File: src/core/spimsp_defs.svh
// Purpose: Offsets, field positions, reset values and rate counts
// Assumes: Included by the serial port design and test bench
// Notes: Register indices are word aligned on the plain port
`ifndef SPIMSP_DEFS_SVH
`define SPIMSP_DEFS_SVH

`define SPIMSP_ADDR_W 4
`define SPIMSP_OFS_CTRL 4'h0
`define SPIMSP_OFS_STAT 4'h4
`define SPIMSP_OFS_DATA 4'h8
`define SPIMSP_OFS_DDR 4'hC

`define SPIMSP_BIT_IRQ_EN 7
`define SPIMSP_BIT_PORT_EN 6
`define SPIMSP_BIT_LSB_FIRST 5
`define SPIMSP_BIT_MASTER 4
`define SPIMSP_BIT_CLOCK_POLARITY 3
`define SPIMSP_BIT_CLOCK_PHASE 2

`define SPIMSP_BIT_XFER_DONE 7
`define SPIMSP_BIT_WRITE_COLLISION_FLAG 6
`define SPIMSP_BIT_DBL_SPEED 0

`define SPIMSP_DDR_MOSI 0
`define SPIMSP_DDR_MISO 1
`define SPIMSP_DDR_SCK 2
`define SPIMSP_DDR_SS 3

`define SPIMSP_CTRL_RESET 8'h00
`define SPIMSP_STAT_RESET 8'h00
`define SPIMSP_DDR_RESET 4'h0

`define SPIMSP_HALF_DIV4 8'h02
`define SPIMSP_HALF_DIV16 8'h08
`define SPIMSP_HALF_DIV64 8'h20
`define SPIMSP_HALF_DIV128 8'h40
`define SPIMSP_HALF_DIV2 8'h01
`define SPIMSP_HALF_DIV8 8'h04
`define SPIMSP_HALF_DIV32 8'h10

`endif

File: src/core/spimsp_pkg.sv
// Purpose: Types shared by the serial port block
// Assumes: Nothing beyond the defs header
// Notes: Types only; numbers live in the header
package spimsp_pkg;
   typedef enum logic [1:0] {
      SPIMSP_IDLE,
      SPIMSP_LEAD,
      SPIMSP_TRAIL
   } spimsp_mstate_t;
endpackage

File: src/core/spimsp_top.sv
// Purpose: Byte-wide serial peripheral port, master or slave
// Assumes: Inputs synchronous to mclk except slave sck and ss
// Notes: Slave sck phases must exceed three mclk periods
`include "spimsp_defs.svh"
`timescale 1ns/10ps
`default_nettype none
module spimsp_top
   import spimsp_pkg::*;
(
   // Clock and reset
   input wire logic mclk,
   input wire logic srst,
   // Register port
   input wire logic [`SPIMSP_ADDR_W-1:0] reg_addr,
   input wire logic [7:0] reg_wdata,
   input wire logic reg_wr,
   input wire logic reg_rd,
   output logic [7:0] reg_rdata,
   // Interrupt handshake with the core
   input wire logic global_irq_enable,
   input wire logic irq_vector_ack,
   output logic xfer_irq,
   // Pins
   input wire logic mosi_in,
   output logic mosi_out,
   output logic mosi_oe,
   input wire logic miso_in,
   output logic miso_out,
   output logic miso_oe,
   input wire logic sck_in,
   output logic sck_out,
   output logic sck_oe,
   input wire logic ss_n_in,
   output logic ss_n_out,
   output logic ss_n_oe,
   // General-purpose pin values used when a pin is user-defined
   input wire logic [3:0] gpio_out
);

   logic [7:0] ctrl_q;
   logic dbl_q;
   logic done_q, write_collision_flag_q;
   logic [3:0] ddr_q;
   logic [7:0] shift_q, rxbuf_q, rdata_q;
   logic [2:0] bitcnt_q;
   logic [7:0] divcnt_q;
   logic stat_seen_q;
   spimsp_mstate_t mstate_q;
   logic sck_q;
   logic sck_s1_q, sck_s2_q, sck_s3_q;
   logic ss_s1_q, ss_s2_q;
   logic mosi_q, miso_q;
   logic mosi_oe_q, miso_oe_q, sck_oe_q, ss_oe_q;
   logic irq_q;

   logic en, mst, clock_polarity, clock_phase, lsbf;
   logic wr_ctrl, wr_stat, wr_data, rd_stat, rd_data;
   logic [7:0] half_div;
   logic demote, busy, ss_low;
   logic s_lead, s_trail, s_active;
   logic byte_done_m, byte_done_s, last_bit, m_end;
   logic [7:0] stat_val;

   assign en = ctrl_q[`SPIMSP_BIT_PORT_EN];
   assign mst = ctrl_q[`SPIMSP_BIT_MASTER];
   assign clock_polarity = ctrl_q[`SPIMSP_BIT_CLOCK_POLARITY];
   assign clock_phase = ctrl_q[`SPIMSP_BIT_CLOCK_PHASE];
   assign lsbf = ctrl_q[`SPIMSP_BIT_LSB_FIRST];

   assign wr_ctrl = reg_wr && reg_addr == `SPIMSP_OFS_CTRL;
   assign wr_stat = reg_wr && reg_addr == `SPIMSP_OFS_STAT;
   assign wr_data = reg_wr && reg_addr == `SPIMSP_OFS_DATA;
   assign rd_stat = reg_rd && reg_addr == `SPIMSP_OFS_STAT;
   assign rd_data = reg_rd && reg_addr == `SPIMSP_OFS_DATA;

   // Master ss input is sampled directly; it is a level, not a clock
   assign ss_low = !ss_n_in;
   assign demote = en && mst && !ddr_q[`SPIMSP_DDR_SS] && ss_low;
   assign busy = mst ? (mstate_q != SPIMSP_IDLE) : s_active;
   assign last_bit = bitcnt_q == 3'h7;

   // Half period of sck in mclk cycles
   always_comb begin
      unique case ({dbl_q, ctrl_q[1:0]})
         3'b000: half_div = `SPIMSP_HALF_DIV4;
         3'b001: half_div = `SPIMSP_HALF_DIV16;
         3'b010: half_div = `SPIMSP_HALF_DIV64;
         3'b011: half_div = `SPIMSP_HALF_DIV128;
         3'b100: half_div = `SPIMSP_HALF_DIV2;
         3'b101: half_div = `SPIMSP_HALF_DIV8;
         3'b110: half_div = `SPIMSP_HALF_DIV32;
         3'b111: half_div = `SPIMSP_HALF_DIV64;
      endcase
   end

   // Slave inputs: two flops, sck edges looked at past the second flop
   always_ff @(posedge mclk) begin
      if (srst) begin
         sck_s1_q <= 1'b0;
         sck_s2_q <= 1'b0;
         sck_s3_q <= 1'b0;
         ss_s1_q <= 1'b1;
         ss_s2_q <= 1'b1;
      end else begin
         sck_s1_q <= sck_in;
         sck_s2_q <= sck_s1_q;
         sck_s3_q <= sck_s2_q;
         ss_s1_q <= ss_n_in;
         ss_s2_q <= ss_s1_q;
      end
   end

   assign s_active = en && !mst && !ss_s2_q;
   // Leading edge leaves the idle level; trailing returns to it
   assign s_lead = s_active && (sck_s2_q != sck_s3_q) && (sck_s2_q != clock_polarity);
   assign s_trail = s_active && (sck_s2_q != sck_s3_q) && (sck_s2_q == clock_polarity);
   assign byte_done_s = last_bit && (clock_phase ? s_trail : s_lead);

   // Control register; hardware clears master on demotion
   always_ff @(posedge mclk) begin
      if (srst) begin
         ctrl_q <= `SPIMSP_CTRL_RESET;
      end else if (wr_ctrl) begin
         ctrl_q <= reg_wdata;
      end else if (demote) begin
         ctrl_q[`SPIMSP_BIT_MASTER] <= 1'b0;
      end
   end

   always_ff @(posedge mclk) begin
      if (srst) begin
         dbl_q <= 1'b0;
         ddr_q <= `SPIMSP_DDR_RESET;
      end else begin
         if (wr_stat) begin
            dbl_q <= reg_wdata[`SPIMSP_BIT_DBL_SPEED];
         end
         if (reg_wr && reg_addr == `SPIMSP_OFS_DDR) begin
            ddr_q <= reg_wdata[3:0];
         end
      end
   end

   // Flags: set wins over clear
   always_ff @(posedge mclk) begin
      if (srst) begin
         done_q <= 1'b0;
         write_collision_flag_q <= 1'b0;
         stat_seen_q <= 1'b0;
      end else begin
         if (rd_stat) begin
            stat_seen_q <= done_q || write_collision_flag_q;
         end else if (rd_data || wr_data) begin
            stat_seen_q <= 1'b0;
         end
         if (byte_done_m || byte_done_s || demote) begin
            done_q <= 1'b1;
         end else if (irq_vector_ack ||
                      (stat_seen_q && (rd_data || wr_data))) begin
            done_q <= 1'b0;
         end
         if (wr_data && busy) begin
            write_collision_flag_q <= 1'b1;
         end else if (stat_seen_q && (rd_data || wr_data)) begin
            write_collision_flag_q <= 1'b0;
         end
      end
   end

   // Master engine
   // With leading-edge sampling the counter has already wrapped to zero
   // by the last trailing edge, so the end test depends on the phase
   assign m_end = clock_phase ? last_bit : (bitcnt_q == 3'h0);
   assign byte_done_m = mstate_q == SPIMSP_TRAIL && divcnt_q == 8'h01 &&
                        m_end;
   always_ff @(posedge mclk) begin
      if (srst || !en || !mst || demote) begin
         mstate_q <= SPIMSP_IDLE;
         divcnt_q <= 8'h00;
         sck_q <= 1'b0;
      end else begin
         unique case (mstate_q)
            SPIMSP_IDLE: begin
               sck_q <= clock_polarity;
               if (wr_data) begin
                  mstate_q <= SPIMSP_LEAD;
                  divcnt_q <= half_div;
               end
            end
            SPIMSP_LEAD: begin
               if (divcnt_q == 8'h01) begin
                  sck_q <= !clock_polarity;
                  mstate_q <= SPIMSP_TRAIL;
                  divcnt_q <= half_div;
               end else begin
                  divcnt_q <= divcnt_q - 8'h01;
               end
            end
            SPIMSP_TRAIL: begin
               if (divcnt_q == 8'h01) begin
                  sck_q <= clock_polarity;
                  mstate_q <= m_end ? SPIMSP_IDLE : SPIMSP_LEAD;
                  divcnt_q <= half_div;
               end else begin
                  divcnt_q <= divcnt_q - 8'h01;
               end
            end
         endcase
      end
   end

   // Shifter, shared by both modes
   logic m_lead, m_trail, do_sample, do_shift;
   logic in_bit;
   assign m_lead = mstate_q == SPIMSP_LEAD && divcnt_q == 8'h01;
   assign m_trail = mstate_q == SPIMSP_TRAIL && divcnt_q == 8'h01;
   assign in_bit = mst ? miso_in : mosi_in;
   // Sample on one edge, shift on the other
   assign do_sample = mst ? (clock_phase ? m_trail : m_lead)
                          : (clock_phase ? s_trail : s_lead);
   assign do_shift = mst ? (clock_phase ? m_lead : m_trail)
                         : (clock_phase ? s_lead : s_trail);

   always_ff @(posedge mclk) begin
      if (srst) begin
         shift_q <= 8'h00;
         bitcnt_q <= 3'h0;
         rxbuf_q <= 8'h00;
         mosi_q <= 1'b0;
         miso_q <= 1'b0;
      end else if (!en || (!mst && ss_s2_q)) begin
         bitcnt_q <= 3'h0;
         if (wr_data) begin
            shift_q <= reg_wdata;
         end
         miso_q <= lsbf ? (wr_data ? reg_wdata[0] : shift_q[0])
                        : (wr_data ? reg_wdata[7] : shift_q[7]);
      end else begin
         // Collided writes leave the shifter alone
         if (wr_data && !busy) begin
            shift_q <= reg_wdata;
            mosi_q <= lsbf ? reg_wdata[0] : reg_wdata[7];
            miso_q <= lsbf ? reg_wdata[0] : reg_wdata[7];
         end else if (do_sample) begin
            shift_q <= lsbf ? {in_bit, shift_q[7:1]}
                            : {shift_q[6:0], in_bit};
            bitcnt_q <= bitcnt_q + 3'h1;
            if (last_bit) begin
               rxbuf_q <= lsbf ? {in_bit, shift_q[7:1]}
                               : {shift_q[6:0], in_bit};
               bitcnt_q <= 3'h0;
            end
         end else if (do_shift && bitcnt_q != 3'h0) begin
            mosi_q <= lsbf ? shift_q[0] : shift_q[7];
            miso_q <= lsbf ? shift_q[0] : shift_q[7];
         end
      end
   end

   // Pin drivers
   always_ff @(posedge mclk) begin
      if (srst) begin
         mosi_oe_q <= 1'b0;
         miso_oe_q <= 1'b0;
         sck_oe_q <= 1'b0;
         ss_oe_q <= 1'b0;
      end else if (!en) begin
         mosi_oe_q <= ddr_q[`SPIMSP_DDR_MOSI];
         miso_oe_q <= ddr_q[`SPIMSP_DDR_MISO];
         sck_oe_q <= ddr_q[`SPIMSP_DDR_SCK];
         ss_oe_q <= ddr_q[`SPIMSP_DDR_SS];
      end else if (mst && !demote) begin
         mosi_oe_q <= ddr_q[`SPIMSP_DDR_MOSI];
         miso_oe_q <= 1'b0;
         sck_oe_q <= ddr_q[`SPIMSP_DDR_SCK];
         ss_oe_q <= ddr_q[`SPIMSP_DDR_SS];
      end else begin
         mosi_oe_q <= 1'b0;
         miso_oe_q <= ddr_q[`SPIMSP_DDR_MISO] && !ss_s2_q;
         sck_oe_q <= 1'b0;
         ss_oe_q <= 1'b0;
      end
   end

   // Read data and interrupt request
   assign stat_val = {done_q, write_collision_flag_q, 5'h00, dbl_q};
   always_ff @(posedge mclk) begin
      if (srst) begin
         rdata_q <= 8'h00;
         irq_q <= 1'b0;
      end else begin
         irq_q <= ctrl_q[`SPIMSP_BIT_IRQ_EN] && done_q &&
                  global_irq_enable && !irq_vector_ack;
         if (reg_rd) begin
            unique case (reg_addr)
               `SPIMSP_OFS_CTRL: rdata_q <= ctrl_q;
               `SPIMSP_OFS_STAT: rdata_q <= stat_val;
               `SPIMSP_OFS_DATA: rdata_q <= rxbuf_q;
               `SPIMSP_OFS_DDR: rdata_q <= {4'h0, ddr_q};
               default: rdata_q <= 8'h00;
            endcase
         end else begin
            rdata_q <= 8'h00;
         end
      end
   end

   assign reg_rdata = rdata_q;
   assign xfer_irq = irq_q;
   // Master with ss as output: ss pin is plain gpio
   assign mosi_out = (en && mst) ? mosi_q : gpio_out[`SPIMSP_DDR_MOSI];
   assign miso_out = en ? miso_q : gpio_out[`SPIMSP_DDR_MISO];
   assign sck_out = (en && mst) ? sck_q : gpio_out[`SPIMSP_DDR_SCK];
   assign ss_n_out = gpio_out[`SPIMSP_DDR_SS];
   assign mosi_oe = mosi_oe_q;
   assign miso_oe = miso_oe_q;
   assign sck_oe = sck_oe_q;
   assign ss_n_oe = ss_oe_q;

endmodule
`default_nettype wire

File: config.mk
export PLATFORM = sky130hd
export DESIGN_NAME = spimsp_top
export DESIGN_NICKNAME = d
export VERILOG_FILES = /design/src/core/spimsp_pkg.sv /design/src/core/spimsp_top.sv
export VERILOG_INCLUDE_DIRS = /design/src /design/src/core
export SDC_FILE = /design/constraint.sdc
export NUM_CORES = 1
export LEC_CHECK = 0
export BUFFER_PORTS_ARGS = -buffer_cell sky130_fd_sc_hd__buf_4
export CAP_MARGIN = 0
export CORE_ASPECT_RATIO = 0.8
export CORE_MARGIN = 5
export CORE_UTILIZATION = 40
export CTS_CLUSTER_SIZE = 28
export DETAILED_ROUTE_END_ITERATION = 6
export PLACE_DENSITY = 0.63
export SKIP_LAST_GASP = 1
export SLEW_MARGIN = 20
export SYNTH_ARGS = -nofsm -noshare
export SYNTH_HDL_FRONTEND = slang
export SYNTH_SLANG_ARGS = --single-unit
File: constraint.sdc
create_clock -name mclk -period 4.3 [get_ports mclk]
set_clock_uncertainty 0.05 [all_clocks]
set_input_delay 0.645 -clock mclk [delete_from_list [all_inputs] [get_ports mclk]]
set_output_delay 0.645 -clock mclk [all_outputs]
set_load 0.05 [all_outputs]
# Yosys cells after proc, flatten, opt, wreduce, memory -nomap -nowiden
# Memories as Yosys holds them, arrays and structs flattened.
# Cells that the tools add are included.
# op_classes
n_reduce_logical	68
bitwise	3
div	0
muxes	55
order_cmp	0
add_sub_neg	2
multipliers	0
n_shift	0
eq_ne	16
# ops
cell	count
two-way mux 8 bit	7
two-way mux 1 bit	40
one-hot mux 8 bit (4 select lines)	1
logical AND 1 bit	28
one-hot mux 8 bit (2 select lines)	1
nonzero test 2 bit	6
zero test 1 bit	9
logical OR 1 bit	9
nonzero test 3 bit	3
== test 4 bit, second input constant	2
== test 8 x 1 -> 1 bit, second input constant	1
AND reduction 2 bit	4
subtractor 8 x 1 -> 8 bit, second input constant	1
two-way mux 2 bit	3
!= test 2 bit, second input constant	3
one-hot mux 2 bit (3 select lines)	1
AND reduction 3 bit	2
OR reduction 2 bit	3
== test 4 x 3 -> 1 bit, second input constant	1
zero test 4 bit	1
!= test 2 x 1 -> 1 bit, second input constant	2
AND reduction 4 bit	1
adder 3 x 1 -> 3 bit, second input constant	1
== test 3 bit, second input constant	1
other kinds (10)	13
# word_totals
output_inout_bits	17
n_memories	1
romBits	56
mem_bits_rw	0
wordCells	171
regBits	66
latch_bits	0
# memory_table
memory	words	word_bits	rd	rd_ports_with_merged_regs	write_ports	line_no	text
(no name shown)	8	7	1	0	0	spimsp_top.sv:84	unique case ({dbl_q, ctrl_q[1:0]})

# Depth between registers and ports, before layout
# Gate-level depths: netlist (run 1).
# depth
depth_word	12
ltp_mapped	8
depth_no_buf	7

# Least setup slack after synthesis (run 1)
# OpenSTA, ideal clock, no wires.
# synth_timing
path_kind	input -> register
start	input port reg_addr[3]
end	register shift_q[3]
cell_stages	7
setup_ns	0.071
arrival_time_ns	2.080
required_time_ns	4.179
slack_ns	2.100
path_cell_list	nor2b_1 -> clkbuf_1 -> nand4_1 -> a41o_1 -> buf_2 -> a311o_1 -> a21oi_1
# synth_via
elab_chain_cells	5
word_cells_on_any_way	8
# synth_rtl
element	line_no	text
start: declaration	spimsp_top.sv:14	input wire logic [`SPIMSP_ADDR_W-1:0] reg_addr,
== test 4 bit (*)	--	
logical AND 1 bit (no source line) (*)	--	
logical AND 1 bit	spimsp_top.sv:240	if (wr_data && !busy) begin
nonzero test 3 bit (no source line) or two-way mux 8 bit (tied branches)	--	
AND reduction 2 bit (no source line) or two-way mux 8 bit (tied branches)	--	
end signal: assignment	spimsp_top.sv:234	shift_q <= reg_wdata;
end signal: assignment	spimsp_top.sv:241	shift_q <= reg_wdata;
end signal: assignment	spimsp_top.sv:245	shift_q <= lsbf ? {in_bit, shift_q[7:1]}
end: declaration	spimsp_top.sv:44	logic [7:0] shift_q, rxbuf_q, rdata_q;
# Every way passes the cells marked *; elsewhere a longest branch is shown, timed or not.
# A chain may end at the register's enable or synchronous reset.

# Worst setup path in the final report (run 1)
# layout_timing
start	input port reg_addr[3]
end	register shift_q[1]
# The elaborated chain is that of the path after synthesis.

==> results of run 1 <==
==> cells in the final DEF (no fill, tap or decap), types with 4 or more instances in the layout <==
| master | n |
|---|---|
| sky130_fd_sc_hd__o21ai_0 | 14 |
| sky130_fd_sc_hd__mux2i_1 | 23 |
| sky130_fd_sc_hd__nand2_1 | 32 |
| sky130_fd_sc_hd__a211oi_2 | 4 |
| sky130_fd_sc_hd__nand3b_1 | 4 |
| sky130_fd_sc_hd__inv_1 | 11 |
| sky130_fd_sc_hd__nand3_1 | 17 |
| sky130_fd_sc_hd__clkbuf_8 | 9 |
| sky130_fd_sc_hd__a22oi_1 | 6 |
| sky130_fd_sc_hd__mux2_2 | 11 |
| sky130_fd_sc_hd__dfxtp_1 | 66 |
| sky130_fd_sc_hd__nor2_1 | 37 |
| sky130_fd_sc_hd__nand2b_1 | 7 |
| sky130_fd_sc_hd__buf_4 | 42 |
| sky130_fd_sc_hd__ha_1 | 8 |
| sky130_fd_sc_hd__nor3b_1 | 4 |
| sky130_fd_sc_hd__a311o_1 | 6 |
| sky130_fd_sc_hd__nor2b_1 | 9 |
| sky130_fd_sc_hd__a211oi_1 | 10 |
| sky130_fd_sc_hd__a21oi_1 | 41 |
| sky130_fd_sc_hd__nor3_1 | 12 |
==> logic make-up after synthesis <==
group | Yosys count | synth area share
AND/OR/NAND/NOR | 152 | 0.2378
XOR/XNOR | 3 | 0.01205
AO/OA/AOI/OAI | 102 | 0.1942
adder cells (fa/ha/maj) | 8 | 0.02835
multiplexers | 35 | 0.1067
flip-flops | 66 | 0.3742
buffers and inverters | 38 | 0.04677
==> final timing paths <==
kind	slack, ns	to	from
max	1.39	shift_q[1]	reg_addr[3]
min	0.37	ss_s2_q	ss_s1_q
max reg2reg	1.57	shift_q[1]	ctrl_q[4]
min reg2reg	0.37	ss_s2_q	ss_s1_q
==> critical path, delay by kind of cell <==
family,cells,cell delay [ns]
AOI/OAI and AO/OA,3,1.04
and+or+nand+nor,2,1.26
buffers and inverters,1,0.17
==> report_power, final <==
part           leakage (nW)  switching (mW)  internal, mW
registers             0.533         0.00626         0.616
logic                 0.718          0.0482        0.0332
clock network         0.102           0.253         0.325
total                  1.35           0.308         0.974
==> flip-flops by register name, summed over array words and instances, names as in the netlist, 2 cells and up <==
name / cells
reg_rdata: 8
ctrl_q: 8
divcnt_q: 8
ddr_q: 4
rxbuf_q: 8
mstate_q: 2
bitcnt_q: 3
shift_q: 8
==> routing by layer <==
metal / up-vias / wire [um] / GRT usage
met2: 71 / 4141 / 0.2635
met3: 16 / 438 / 0.04443
met1: 1498 / 4321 / 0.2278
met5: - / 0 / 0
met4: 0 / 165 / 0.07722
li1: 1527 / - / -
==> cell type report <==
cell class	count	area share
multi-input combinational	300	0.5012
sequential	66	0.3239
timing repair buffer	42	0.07730
tap	112	0.03436
clock buffer	9	0.03037
clock inverter	6	0.02270
inverter	11	0.01012
==> through the flow <==
step	total power, mW	cells	instance area (um^2)	utilization
after detailed placement	0.7170	531	3862	0.4513
final	1.282	546	4079	0.4766
after floorplan	0.6834	404	3531	-
after global routing	1.323	546	4079	0.4766
after global placement	0.7154	531	3862	0.4513
after CTS	1.294	546	4079	0.4766
==> impl_results.rst, run 1 <==
.. list-table::
   :header-rows: 1

   * - Metric
     - Value
   * - Status
     - finished, final reports clean
   * - Area used by multi-input combinational logic
     - 2044 um^2
   * - Mean cell area of the mapped netlist
     - 8.740 um^2
   * - Initial standard-cell utilization of the core
     - 0.4126
   * - Pin count of the biggest net entering global routing
     - 52
   * - Launching element type of the critical path
     - primary input
   * - IO Count
     - 43
   * - Number of I/O port buffers
     - 40
   * - Worst-Skew Late Latency
     - 0.35 ns
   * - Leading post-synthesis cells by cell area
     - sky130_fd_sc_hd__dfxtp_1, sky130_fd_sc_hd__mux2i_1, sky130_fd_sc_hd__a21oi_1
   * - Depth of the worst register-to-register path
     - 5
   * - Hold buffer count at CTS
     - 0
   * - Floorplan die height
     - 94.04 um
   * - Worst hold stages
     - 1
   * - Count of routing violations after the opening detailed-route iteration
     - 242
   * - Worst slack, placed
     - 1.110 ns
   * - Number of antenna violations at the first check in global routing
     - 0
   * - Class of the most critical setup path
     - primary input to flip-flop
   * - Number of global-route vias before repair
     - 2938
   * - Area taken by flip-flops and latches
     - 1321 um^2
   * - Routed WL per cell
     - 16.61 um
   * - Antenna diode instance count
     - 0
   * - Count of flip-flops with a built-in enable after synthesis
     - 0
   * - Layout cells sized above 1
     - 0.1982
   * - Total die area
     - 10820 um^2
   * - Cell variety after synth
     - 62
   * - Worst Hold Class
     - flip-flop to flip-flop
   * - Number of H-tree levels
     - 3
   * - Pwr/cell area
     - 314.2 nW/um^2
   * - Ys async rst share
     - 0
   * - Data required time at the worst endpoint
     - 4.53 ns
   * - Worst vdd ir
     - 0.1926 mV
   * - CTS buffer count
     - 9
   * - Number of storage elements in the synthesis netlist
     - 66
   * - Clock slew seen by the registers of the worst setup and hold paths
     - 0.07 ns
   * - CTS sink count
     - 66
   * - Sequential element share of the synthesized area
     - 0.3742
   * - Deepest clock path buffer count
     - 2
   * - Remaining design rule violation count
     - 0
   * - GR Overflow Total
     - 0
   * - Netlist area before placement
     - 3531 um^2
   * - TritonCTS clock tree
     - done
   * - Endpoint kind of the worst setup timing path
     - flip-flop
   * - Max Cap Viol
     - 0
   * - Minimum clock period after layout
     - 2.908 ns
   * - Die W
     - 115.0 um
   * - Slew of the pin with the lowest slew margin
     - 0.9178 ns
   * - Count of endpoints failing hold in the final timing report
     - 0
   * - Data arrival time of the critical path
     - 3.14 ns
   * - CP Cell Sequence
     - buf_4, nor2b_1, nand4_1, a41o_1, a311o_1, a21oi_1
   * - Sum of negative setup slack
     - 0 ns
   * - Achievable frequency
     - 343.9 MHz
   * - Tightest hold margin
     - 0.3661 ns
   * - Standby leakage power
     - 1.352 nW
   * - Fraction of post-synthesis cell area in the top cell type by area
     - 0.3742
   * - Part of the cycle the worst path needs
     - 0.6762
   * - Cell type of the slowest stage on the worst timing path
     - sky130_fd_sc_hd__nand4_1
   * - Total GRT Usage
     - 0.1723
   * - Post-synth net total
     - 438
   * - Via-to-Cell Ratio
     - 5.700
   * - Floorplan row count
     - 30
   * - Final WS setup
     - 1.392 ns
   * - Final #Nets
     - 464
   * - Max Transition Viols Final
     - 0
   * - Most used standard cells in the synthesized netlist
     - sky130_fd_sc_hd__dfxtp_1, sky130_fd_sc_hd__a21oi_1, sky130_fd_sc_hd__nor2_1
   * - Resized cells post-CTS
     - 0
   * - Predominant post-synthesis flop cell
     - sky130_fd_sc_hd__dfxtp_1
   * - Area of the core
     - 8558 um^2
   * - Synthesis-to-layout area growth
     - 15.52%
   * - Library cell used as clock root buffer
     - sky130_fd_sc_hd__clkbuf_8
   * - Peak per-stage delay on the critical path
     - 0.73 ns
   * - Number of synthesis warnings
     - 0
   * - Number of post-CTS setup repair buffers
     - 0
   * - Setup violations, final
     - 0
   * - Detailed-placement wirelength estimate
     - 6.460 mm
   * - First-pass GRT wire length
     - 14.58 mm
   * - Relative slew slack
     - 0.3881
   * - Dominant cell by count in the synthesized netlist
     - sky130_fd_sc_hd__dfxtp_1
   * - Overall routed net length
     - 9.067 mm
   * - Via count
     - 3112
   * - Largest driver fanout on the critical path
     - 17
   * - Biggest area consumer among synthesized cells
     - sky130_fd_sc_hd__dfxtp_1
   * - Detailed-router iteration count before antenna repair
     - 4
   * - Count of mapped cells out of synthesis
     - 404
   * - DRT antenna net count
     - 0
   * - Fillcell total
     - 842
   * - Setup repair after global routing missed its margin
     - false
   * - Placer Congestion
     - 0.8047
No activity file was read; power rests on OpenSTA's default activity.
==> run 2: changes to the inputs <==
--- a/config.mk
+++ b/config.mk
@@ -6,6 +6,7 @@
 export SDC_FILE = /design/constraint.sdc
 export NUM_CORES = 1
 export LEC_CHECK = 0
+export ABC_AREA = 1
 export BUFFER_PORTS_ARGS = -buffer_cell sky130_fd_sc_hd__buf_4
 export CAP_MARGIN = 0
 export CORE_ASPECT_RATIO = 0.8
@@ -13,7 +14,7 @@
 export CORE_UTILIZATION = 40
 export CTS_CLUSTER_SIZE = 28
 export DETAILED_ROUTE_END_ITERATION = 6
-export PLACE_DENSITY = 0.63
+export PLACE_DENSITY = 0.64
 export SKIP_LAST_GASP = 1
 export SLEW_MARGIN = 20
 export SYNTH_ARGS = -nofsm -noshare
==> constraint.sdc (replaced) <==
create_clock -name mclk -period 2.7 [get_ports mclk]
set_clock_uncertainty 0.05 [all_clocks]
set_input_delay 0.405 -clock mclk [delete_from_list [all_inputs] [get_ports mclk]]
set_output_delay 0.405 -clock mclk [all_outputs]
set_load 0.05 [all_outputs]
==> run 2 against run 1 <==
Against the previous run: cell count increased by 18%; global-route usage decreased by 0.61 points; clock power increased by 45%; sequential share of layout area increased by 0.10 points; largest cell class unchanged; worst setup slack got worse by 0.70 ns; flip-flop and latch count unchanged; register-to-register slack got worse by 0.85 ns; highest routed layer unchanged; sequential power increased by 60%; critical endpoint is now miso_out.
==> impl_results.rst, run 2 <==
.. list-table::
   :header-rows: 1

   * - Metric
     - Value
   * - Status
     - finished, final reports clean
   * - Worst Hold Class
     - primary input to flip-flop
   * - Start point of the worst min-delay path
     - irq_vector_ack
   * - Cell count after placement
     - 630
   * - Fillcell total
     - 868
   * - Commonest non-fill, non-tap cells in the layout
     - sky130_fd_sc_hd__nand2_1, sky130_fd_sc_hd__inv_1, sky130_fd_sc_hd__dfxtp_1, sky130_fd_sc_hd__o21ai_0, sky130_fd_sc_hd__buf_4
   * - Via-to-Cell Ratio
     - 5.146
   * - CTS sink count
     - 66
   * - Final core occ
     - 0.4794
   * - Largest driver fanout on the critical path
     - 6
   * - Area taken by flip-flops and latches
     - 1321 um^2
   * - Start point of the critical path
     - ctrl_q[6]
   * - Sum of negative setup slack
     - 0 ns
   * - Number of synthesis warnings
     - 0
   * - GR Overflow Total
     - 0
   * - Routed WL per cell
     - 13.53 um
   * - Synthesis-to-layout area growth
     - 16.86%
   * - Number of post-CTS setup repair buffers
     - 0
   * - DRT antenna net count
     - 0
   * - Class of the most critical setup path
     - flip-flop to primary output
   * - Detailed-router iteration count before antenna repair
     - 6
   * - First-pass GRT wire length
     - 14.08 mm
   * - Launching element type of the critical path
     - flip-flop
   * - Floorplan row count
     - 30
   * - Slew of the pin with the lowest slew margin
     - 0.5390 ns
   * - Cell variety after synth
     - 45
   * - Area of the core
     - 8483 um^2
   * - Hold buffer count at CTS
     - 0
   * - Setup repair after global routing missed its margin
     - false
   * - Final #Nets
     - 563
   * - Area used by multi-input combinational logic
     - 1775 um^2
   * - Remaining design rule violation count
     - 0
   * - Biggest area consumer among synthesized cells
     - sky130_fd_sc_hd__dfxtp_1
   * - Worst r2r src
     - divcnt_q[1]
   * - Worst-Skew Late Latency
     - 0.35 ns
   * - Count of endpoints failing hold in the final timing report
     - 0
   * - Netlist area before placement
     - 3480 um^2
   * - Clock slew seen by the registers of the worst setup and hold paths
     - 0.08 ns
   * - Number of H-tree levels
     - 3
   * - Filler-free cell count of the finished design
     - 646
   * - Fraction of post-synthesis cell area in the top cell type by area
     - 0.3797
   * - Dominant cell by count in the synthesized netlist
     - sky130_fd_sc_hd__nand2_1
   * - Relative slew slack
     - 0.6314
   * - Data required time at the worst endpoint
     - 2.25 ns
   * - Ys async rst share
     - 0
   * - Floorplan die height
     - 93.42 um
   * - Standby leakage power
     - 1.746 nW
   * - CTS buffer count
     - 9
   * - Library cell used as clock root buffer
     - sky130_fd_sc_hd__clkbuf_8
   * - Sequential element share of the synthesized area
     - 0.3797
   * - Layout cells sized above 1
     - 0.1592
   * - Predominant post-synthesis flop cell
     - sky130_fd_sc_hd__dfxtp_1
   * - Count of flip-flops with a built-in enable after synthesis
     - 0
   * - Resized cells post-CTS
     - 0
   * - IO Count
     - 43
   * - Initial standard-cell utilization of the core
     - 0.4102
   * - Die W
     - 114.3 um
   * - Total GRT Usage
     - 0.1662
   * - Worst slack, placed
     - 0.6003 ns
   * - Power consumption
     - 1.977 mW
   * - Part of the cycle the worst path needs
     - 0.7452
   * - Most used standard cells in the synthesized netlist
     - sky130_fd_sc_hd__nand2_1, sky130_fd_sc_hd__inv_1, sky130_fd_sc_hd__dfxtp_1
   * - Final WS setup
     - 0.6880 ns
   * - Antenna diode instance count
     - 0
   * - Number of I/O port buffers
     - 40
   * - Minimum clock period after layout
     - 2.012 ns
   * - Placer Congestion
     - 0.9052
   * - Count of routing violations after the opening detailed-route iteration
     - 176
   * - Number of storage elements in the synthesis netlist
     - 66
   * - Number of antenna violations at the first check in global routing
     - 0
   * - Pwr/cell area
     - 486.1 nW/um^2
   * - Achievable frequency
     - 497.0 MHz
   * - Via count
     - 3324
   * - Count of mapped cells out of synthesis
     - 489
   * - Post-synth net total
     - 523
   * - TritonCTS clock tree
     - done
   * - Endpoint kind of the worst setup timing path
     - primary output
   * - Pin count of the biggest net entering global routing
     - 25
   * - Detailed-placement wirelength estimate
     - 6.720 mm
   * - Worst vdd ir
     - 0.2045 mV
   * - Overall routed net length
     - 8.739 mm
   * - Max Cap Viol
     - 0
   * - Leading post-synthesis cells by cell area
     - sky130_fd_sc_hd__dfxtp_1, sky130_fd_sc_hd__nand2_1, sky130_fd_sc_hd__inv_1
   * - Setup violations, final
     - 0
   * - Total die area
     - 10680 um^2
   * - Mean cell area of the mapped netlist
     - 7.116 um^2
   * - Data arrival time of the critical path
     - 1.56 ns
   * - Deepest clock path buffer count
     - 2
   * - Number of global-route vias before repair
     - 2835
   * - Max Transition Viols Final
     - 0
   * - Most common cell after layout, fill and taps aside
     - sky130_fd_sc_hd__nand2_1
==> run 2: cell count changes in the layout (fill, tap and decap cells not counted), sizes merged, moves of 11 or more <==
| cell | previous run | this run |
|---|---|---|
| nand2 | 32 | 114 |
| mux2 | 11 | 0 |
| nand3 | 18 | 35 |
| a211oi | 14 | 3 |
| inv | 11 | 84 |
| mux2i | 23 | 1 |
| o21ai | 16 | 51 |
==> run 2: logic make-up (layout without fill, tap and decap cells) <==
group | Yosys count | after routing | synth area share
mux | 1 | 1 | 0.002877
flops | 66 | 66 | 0.3797
buf+inv | 96 | 141 | 0.1100
fa+ha+maj | 8 | 8 | 0.02877
compound gates | 109 | 109 | 0.1802
xor+xnor | 5 | 5 | 0.01474
simple gates | 204 | 204 | 0.2837
==> run 2: critical path, cell delays in order (launching register included) <==
cell                      delay (ns)
sky130_fd_sc_hd__dfxtp_1        0.44
sky130_fd_sc_hd__inv_1          0.19
sky130_fd_sc_hd__o21ai_0        0.32
sky130_fd_sc_hd__buf_4          0.27
==> run 2: area by class of cell <==
class	instances	area share
flip-flops and latches	66	0.3249
repair buffers	41	0.07569
well taps	112	0.03446
clock inverters	7	0.01908
multi-input cells	327	0.4366
inverters	84	0.07877
clock buffers	9	0.03046
==> run 2: power breakdown <==
| part | switching, mW | total (mW) | internal [mW] |
|---|---|---|---|
| Combinational | 0.0923 | 0.146 | 0.0540 |
| Clock | 0.405 | 0.837 | 0.432 |
| Sequential | 0.0100 | 0.994 | 0.984 |
| Total | 0.507 | 1.98 | 1.47 |
==> run 2: stage by stage <==
step | instance area (um^2) | hold WS (ns)
6_report | 4066 | 0.1655
4_1_cts | 4066 | 0.1431
5_1_grt | 4066 | 0.1525
3_5_place_dp | 3865 | 0.3437
3_3_place_gp | 3865 | 0.3449
2_1_floorplan | 3480 | 0.3383
==> run 2: final timing paths <==
path | endpoint | slack [ns] | cells past startpoint
min reg2reg | sck_s2_q | 0.35 | 2
min | xfer_irq | 0.17 | 2
max reg2reg | divcnt_q[5] | 0.72 | 11
max | miso_out | 0.69 | 3
==> run 2: layer usage <==
layer  share of wire  vias up  track usage  wire length (um)
met3           0.083       14      0.05304               723
met4           0.010        0      0.03561                90
met2            0.41      121       0.2339              3603
met1            0.49     1512       0.2453              4322
li1                -     1677            -                 -
met5               0        -            0                 0
==> run 3: changes to the inputs <==
--- a/config.mk
+++ b/config.mk
@@ -14,7 +14,7 @@
 export CORE_UTILIZATION = 40
 export CTS_CLUSTER_SIZE = 28
 export DETAILED_ROUTE_END_ITERATION = 6
-export PLACE_DENSITY = 0.64
+export PLACE_DENSITY = 0.66
 export SKIP_LAST_GASP = 1
 export SLEW_MARGIN = 20
 export SYNTH_ARGS = -nofsm -noshare
==> constraint.sdc (replaced) <==
create_clock -name mclk -period 1.8 [get_ports mclk]
set_clock_uncertainty 0.05 [all_clocks]
set_input_delay 0.27 -clock mclk [delete_from_list [all_inputs] [get_ports mclk]]
set_output_delay 0.27 -clock mclk [all_outputs]
set_load 0.05 [all_outputs]
==> run 3 against run 2 <==
Against the previous run: register-to-register slack worse by 0.61 ns; cell count rose by 5.1%; worst setup slack got worse by 0.58 ns; critical path depth grew 7; routed wire length is 4.3% higher; sequential power grew 50%; power up 57%; via count increased by 2.6%; first-iteration DRC count fell by 8.0%; die area is the same; critical path type is now flip-flop to flip-flop; highest routed layer unchanged.
==> impl_results.rst, run 3 (synthesis results as in run 2) <==
.. list-table::
   :header-rows: 1

   * - Metric
     - Value
   * - Status
     - finished, final reports clean
   * - Data required time at the worst endpoint
     - 2.04 ns
   * - DRT antenna net count
     - 0
   * - Part of the cycle the worst path needs
     - 0.9398
   * - Worst vdd ir
     - 0.5433 mV
   * - Family with the most delay on the worst path
     - compound AO/OA/AOI/OAI gates
   * - Buf+Inv Stages, Crit Path
     - 3
   * - Initial standard-cell utilization of the core
     - 0.4102
   * - Power consumption
     - 3.113 mW
   * - IO Count
     - 43
   * - Overall routed net length
     - 9.113 mm
   * - Max Transition Viols Final
     - 0
   * - Floorplan die height
     - 93.42 um
   * - Cell count after placement
     - 655
   * - Layout Cell Area excl Fill
     - 4409 um^2
   * - Worst-Skew Late Latency
     - 0.36 ns
   * - Floorplan row count
     - 30
   * - Most common cell after layout, fill and taps aside
     - sky130_fd_sc_hd__nand2_1
   * - Remaining design rule violation count
     - 0
   * - CTS sink count
     - 66
   * - Cell type of the slowest stage on the worst timing path
     - sky130_fd_sc_hd__dfxtp_1
   * - Number of global-route vias before repair
     - 3098
   * - CP Cell Sequence
     - inv_1, ha_2, o21ai_4, inv_2, nand2_4, nand2_4, buf_12, o21ai_1, nand3_1, a21oi_2
   * - Total die area
     - 10680 um^2
   * - Layout cells sized above 1
     - 0.2328
   * - Setup violations, final
     - 0
   * - Class of the most critical setup path
     - flip-flop to flip-flop
   * - Deepest clock path buffer count
     - 2
   * - Routed WL per cell
     - 13.42 um
   * - Max Cap Viol
     - 0
   * - Area of the core
     - 8483 um^2
   * - Endpoint kind of the worst setup timing path
     - flip-flop
   * - Number of I/O port buffers
     - 40
   * - Worst Hold Class
     - primary input to flip-flop
   * - Pin count of the biggest net entering global routing
     - 22
   * - TritonCTS clock tree
     - done
   * - Clock slew seen by the registers of the worst setup and hold paths
     - 0.07 ns
   * - Library cell used as clock root buffer
     - sky130_fd_sc_hd__clkbuf_8
   * - Die W
     - 114.3 um
   * - CTS buffer count
     - 9
   * - Sum of negative setup slack
     - 0 ns
   * - Commonest non-fill, non-tap cells in the layout
     - sky130_fd_sc_hd__nand2_1, sky130_fd_sc_hd__inv_1, sky130_fd_sc_hd__buf_4, sky130_fd_sc_hd__dfxtp_1, sky130_fd_sc_hd__o21ai_0
   * - Synthesis-to-layout area growth
     - 26.72%
   * - Count of endpoints failing hold in the final timing report
     - 0
   * - Via count
     - 3409
   * - Detailed-router iteration count before antenna repair
     - 4
   * - Peak per-stage delay on the critical path
     - 0.34 ns
   * - Standby leakage power
     - 1.933 nW
   * - Relative slew slack
     - 0.5887
   * - Via-to-Cell Ratio
     - 5.021
   * - Placer Congestion
     - 0.9174
   * - Minimum clock period after layout
     - 1.692 ns
   * - Slew of the pin with the lowest slew margin
     - 0.6013 ns
   * - Total GRT Usage
     - 0.1744
   * - Pwr/cell area
     - 706.0 nW/um^2
   * - First-pass GRT wire length
     - 14.60 mm
   * - Achievable frequency
     - 591.1 MHz
   * - Number of antenna violations at the first check in global routing
     - 0
   * - Detailed-placement wirelength estimate
     - 6.982 mm
   * - Final #Nets
     - 596
   * - Filler-free cell count of the finished design
     - 679
   * - Largest driver fanout on the critical path
     - 16
   * - Launching element type of the critical path
     - flip-flop
   * - Data arrival time of the critical path
     - 1.93 ns
   * - GR Overflow Total
     - 0
   * - Number of H-tree levels
     - 3
   * - Count of routing violations after the opening detailed-route iteration
     - 162
   * - Setup repair after global routing missed its margin
     - true
   * - Cell with the most instances on the worst path
     - sky130_fd_sc_hd__nand2_4
   * - Antenna diode instance count
     - 0
   * - Final core occ
     - 0.5198
   * - Post-placement cell area
     - 4065 um^2
## run 3: cell types whose count changed in the layout (fill, tap and decap cells not counted), moves of 2 or more
| cell | change |
|---|---|
| sky130_fd_sc_hd__a21oi_1 | -2 |
| sky130_fd_sc_hd__a21oi_2 | +2 |
| sky130_fd_sc_hd__buf_4 | +30 |
| sky130_fd_sc_hd__clkinv_4 | -2 |
| sky130_fd_sc_hd__dfxtp_1 | -3 |
| sky130_fd_sc_hd__dfxtp_4 | +2 |
| sky130_fd_sc_hd__inv_6 | -2 |
| sky130_fd_sc_hd__nand2_1 | -3 |
| sky130_fd_sc_hd__nand2_2 | +2 |
| sky130_fd_sc_hd__nand3_1 | -3 |
| sky130_fd_sc_hd__nand3_2 | +3 |
| sky130_fd_sc_hd__o21ai_0 | -2 |
## run 3: timing repair
action,4_1_cts,5_1_grt
hold buffers,1,0
cloned,0,1
gates resized for setup,3,19
hold endpoints to repair,1,0
setup endpoints to repair,3,25
setup buffers,0,6
pin swaps,0,9
## run 3: worst paths after layout
| kind | from | endpoint | slack [ns] | depth (start not counted) |
|---|---|---|---|---|
| setup / recovery | mstate_q[0] | shift_q[4] | 0.11 | 10 |
| hold / removal | sck_in | sck_s1_q | 0.06 | 3 |
| setup reg to reg | mstate_q[0] | shift_q[4] | 0.11 | 10 |
| hold reg to reg | sck_s1_q | sck_s2_q | 0.34 | 2 |
## run 3: worst min-delay path, cell delays in order
cell and delay [ns]:
sky130_fd_sc_hd__buf_4 0.07, sky130_fd_sc_hd__inv_1 0.03, sky130_fd_sc_hd__nor2_1 0.06
## run 3: through the flow
step                setup WS (ns)  hold slack, ns
floorplan                  0.2104          0.2973
global placement          0.04763          0.3419
detailed placement       -0.02036          0.3435
CTS                      0.002604         0.04191
global route             -0.02683         0.04639
finish                     0.1083         0.06034
## run 3: layout make-up
| cell class | count | area [um^2] |
|---|---|---|
| multi-input cells | 327 | 1829 |
| repair buffers | 73 | 563.0 |
| well taps | 112 | 140.1 |
| repair inverters | 1 | 6.256 |
| flip-flops and latches | 66 | 1330 |
| inverters | 84 | 322.8 |
| fillers | 870 | 4074 |
| clock buffers | 9 | 123.9 |
| clock inverters | 7 | 93.84 |
## run 3: where the power goes
group	internal [mW]	total (mW)	switching, mW
combinational	0.0970	0.245	0.148
clock	0.776	1.38	0.605
sequential	1.47	1.49	0.0135
total	2.35	3.11	0.766
## run 3: metal layers
metal / vias up / global-route usage / share of wire
li1: 1749 / - / -
met1: 1559 / 0.2408 / 0.49
met2: 91 / 0.2568 / 0.43
met3: 10 / 0.06404 / 0.072
met4: 0 / 0.04352 / 0.0081
met5: - / 0 / 0
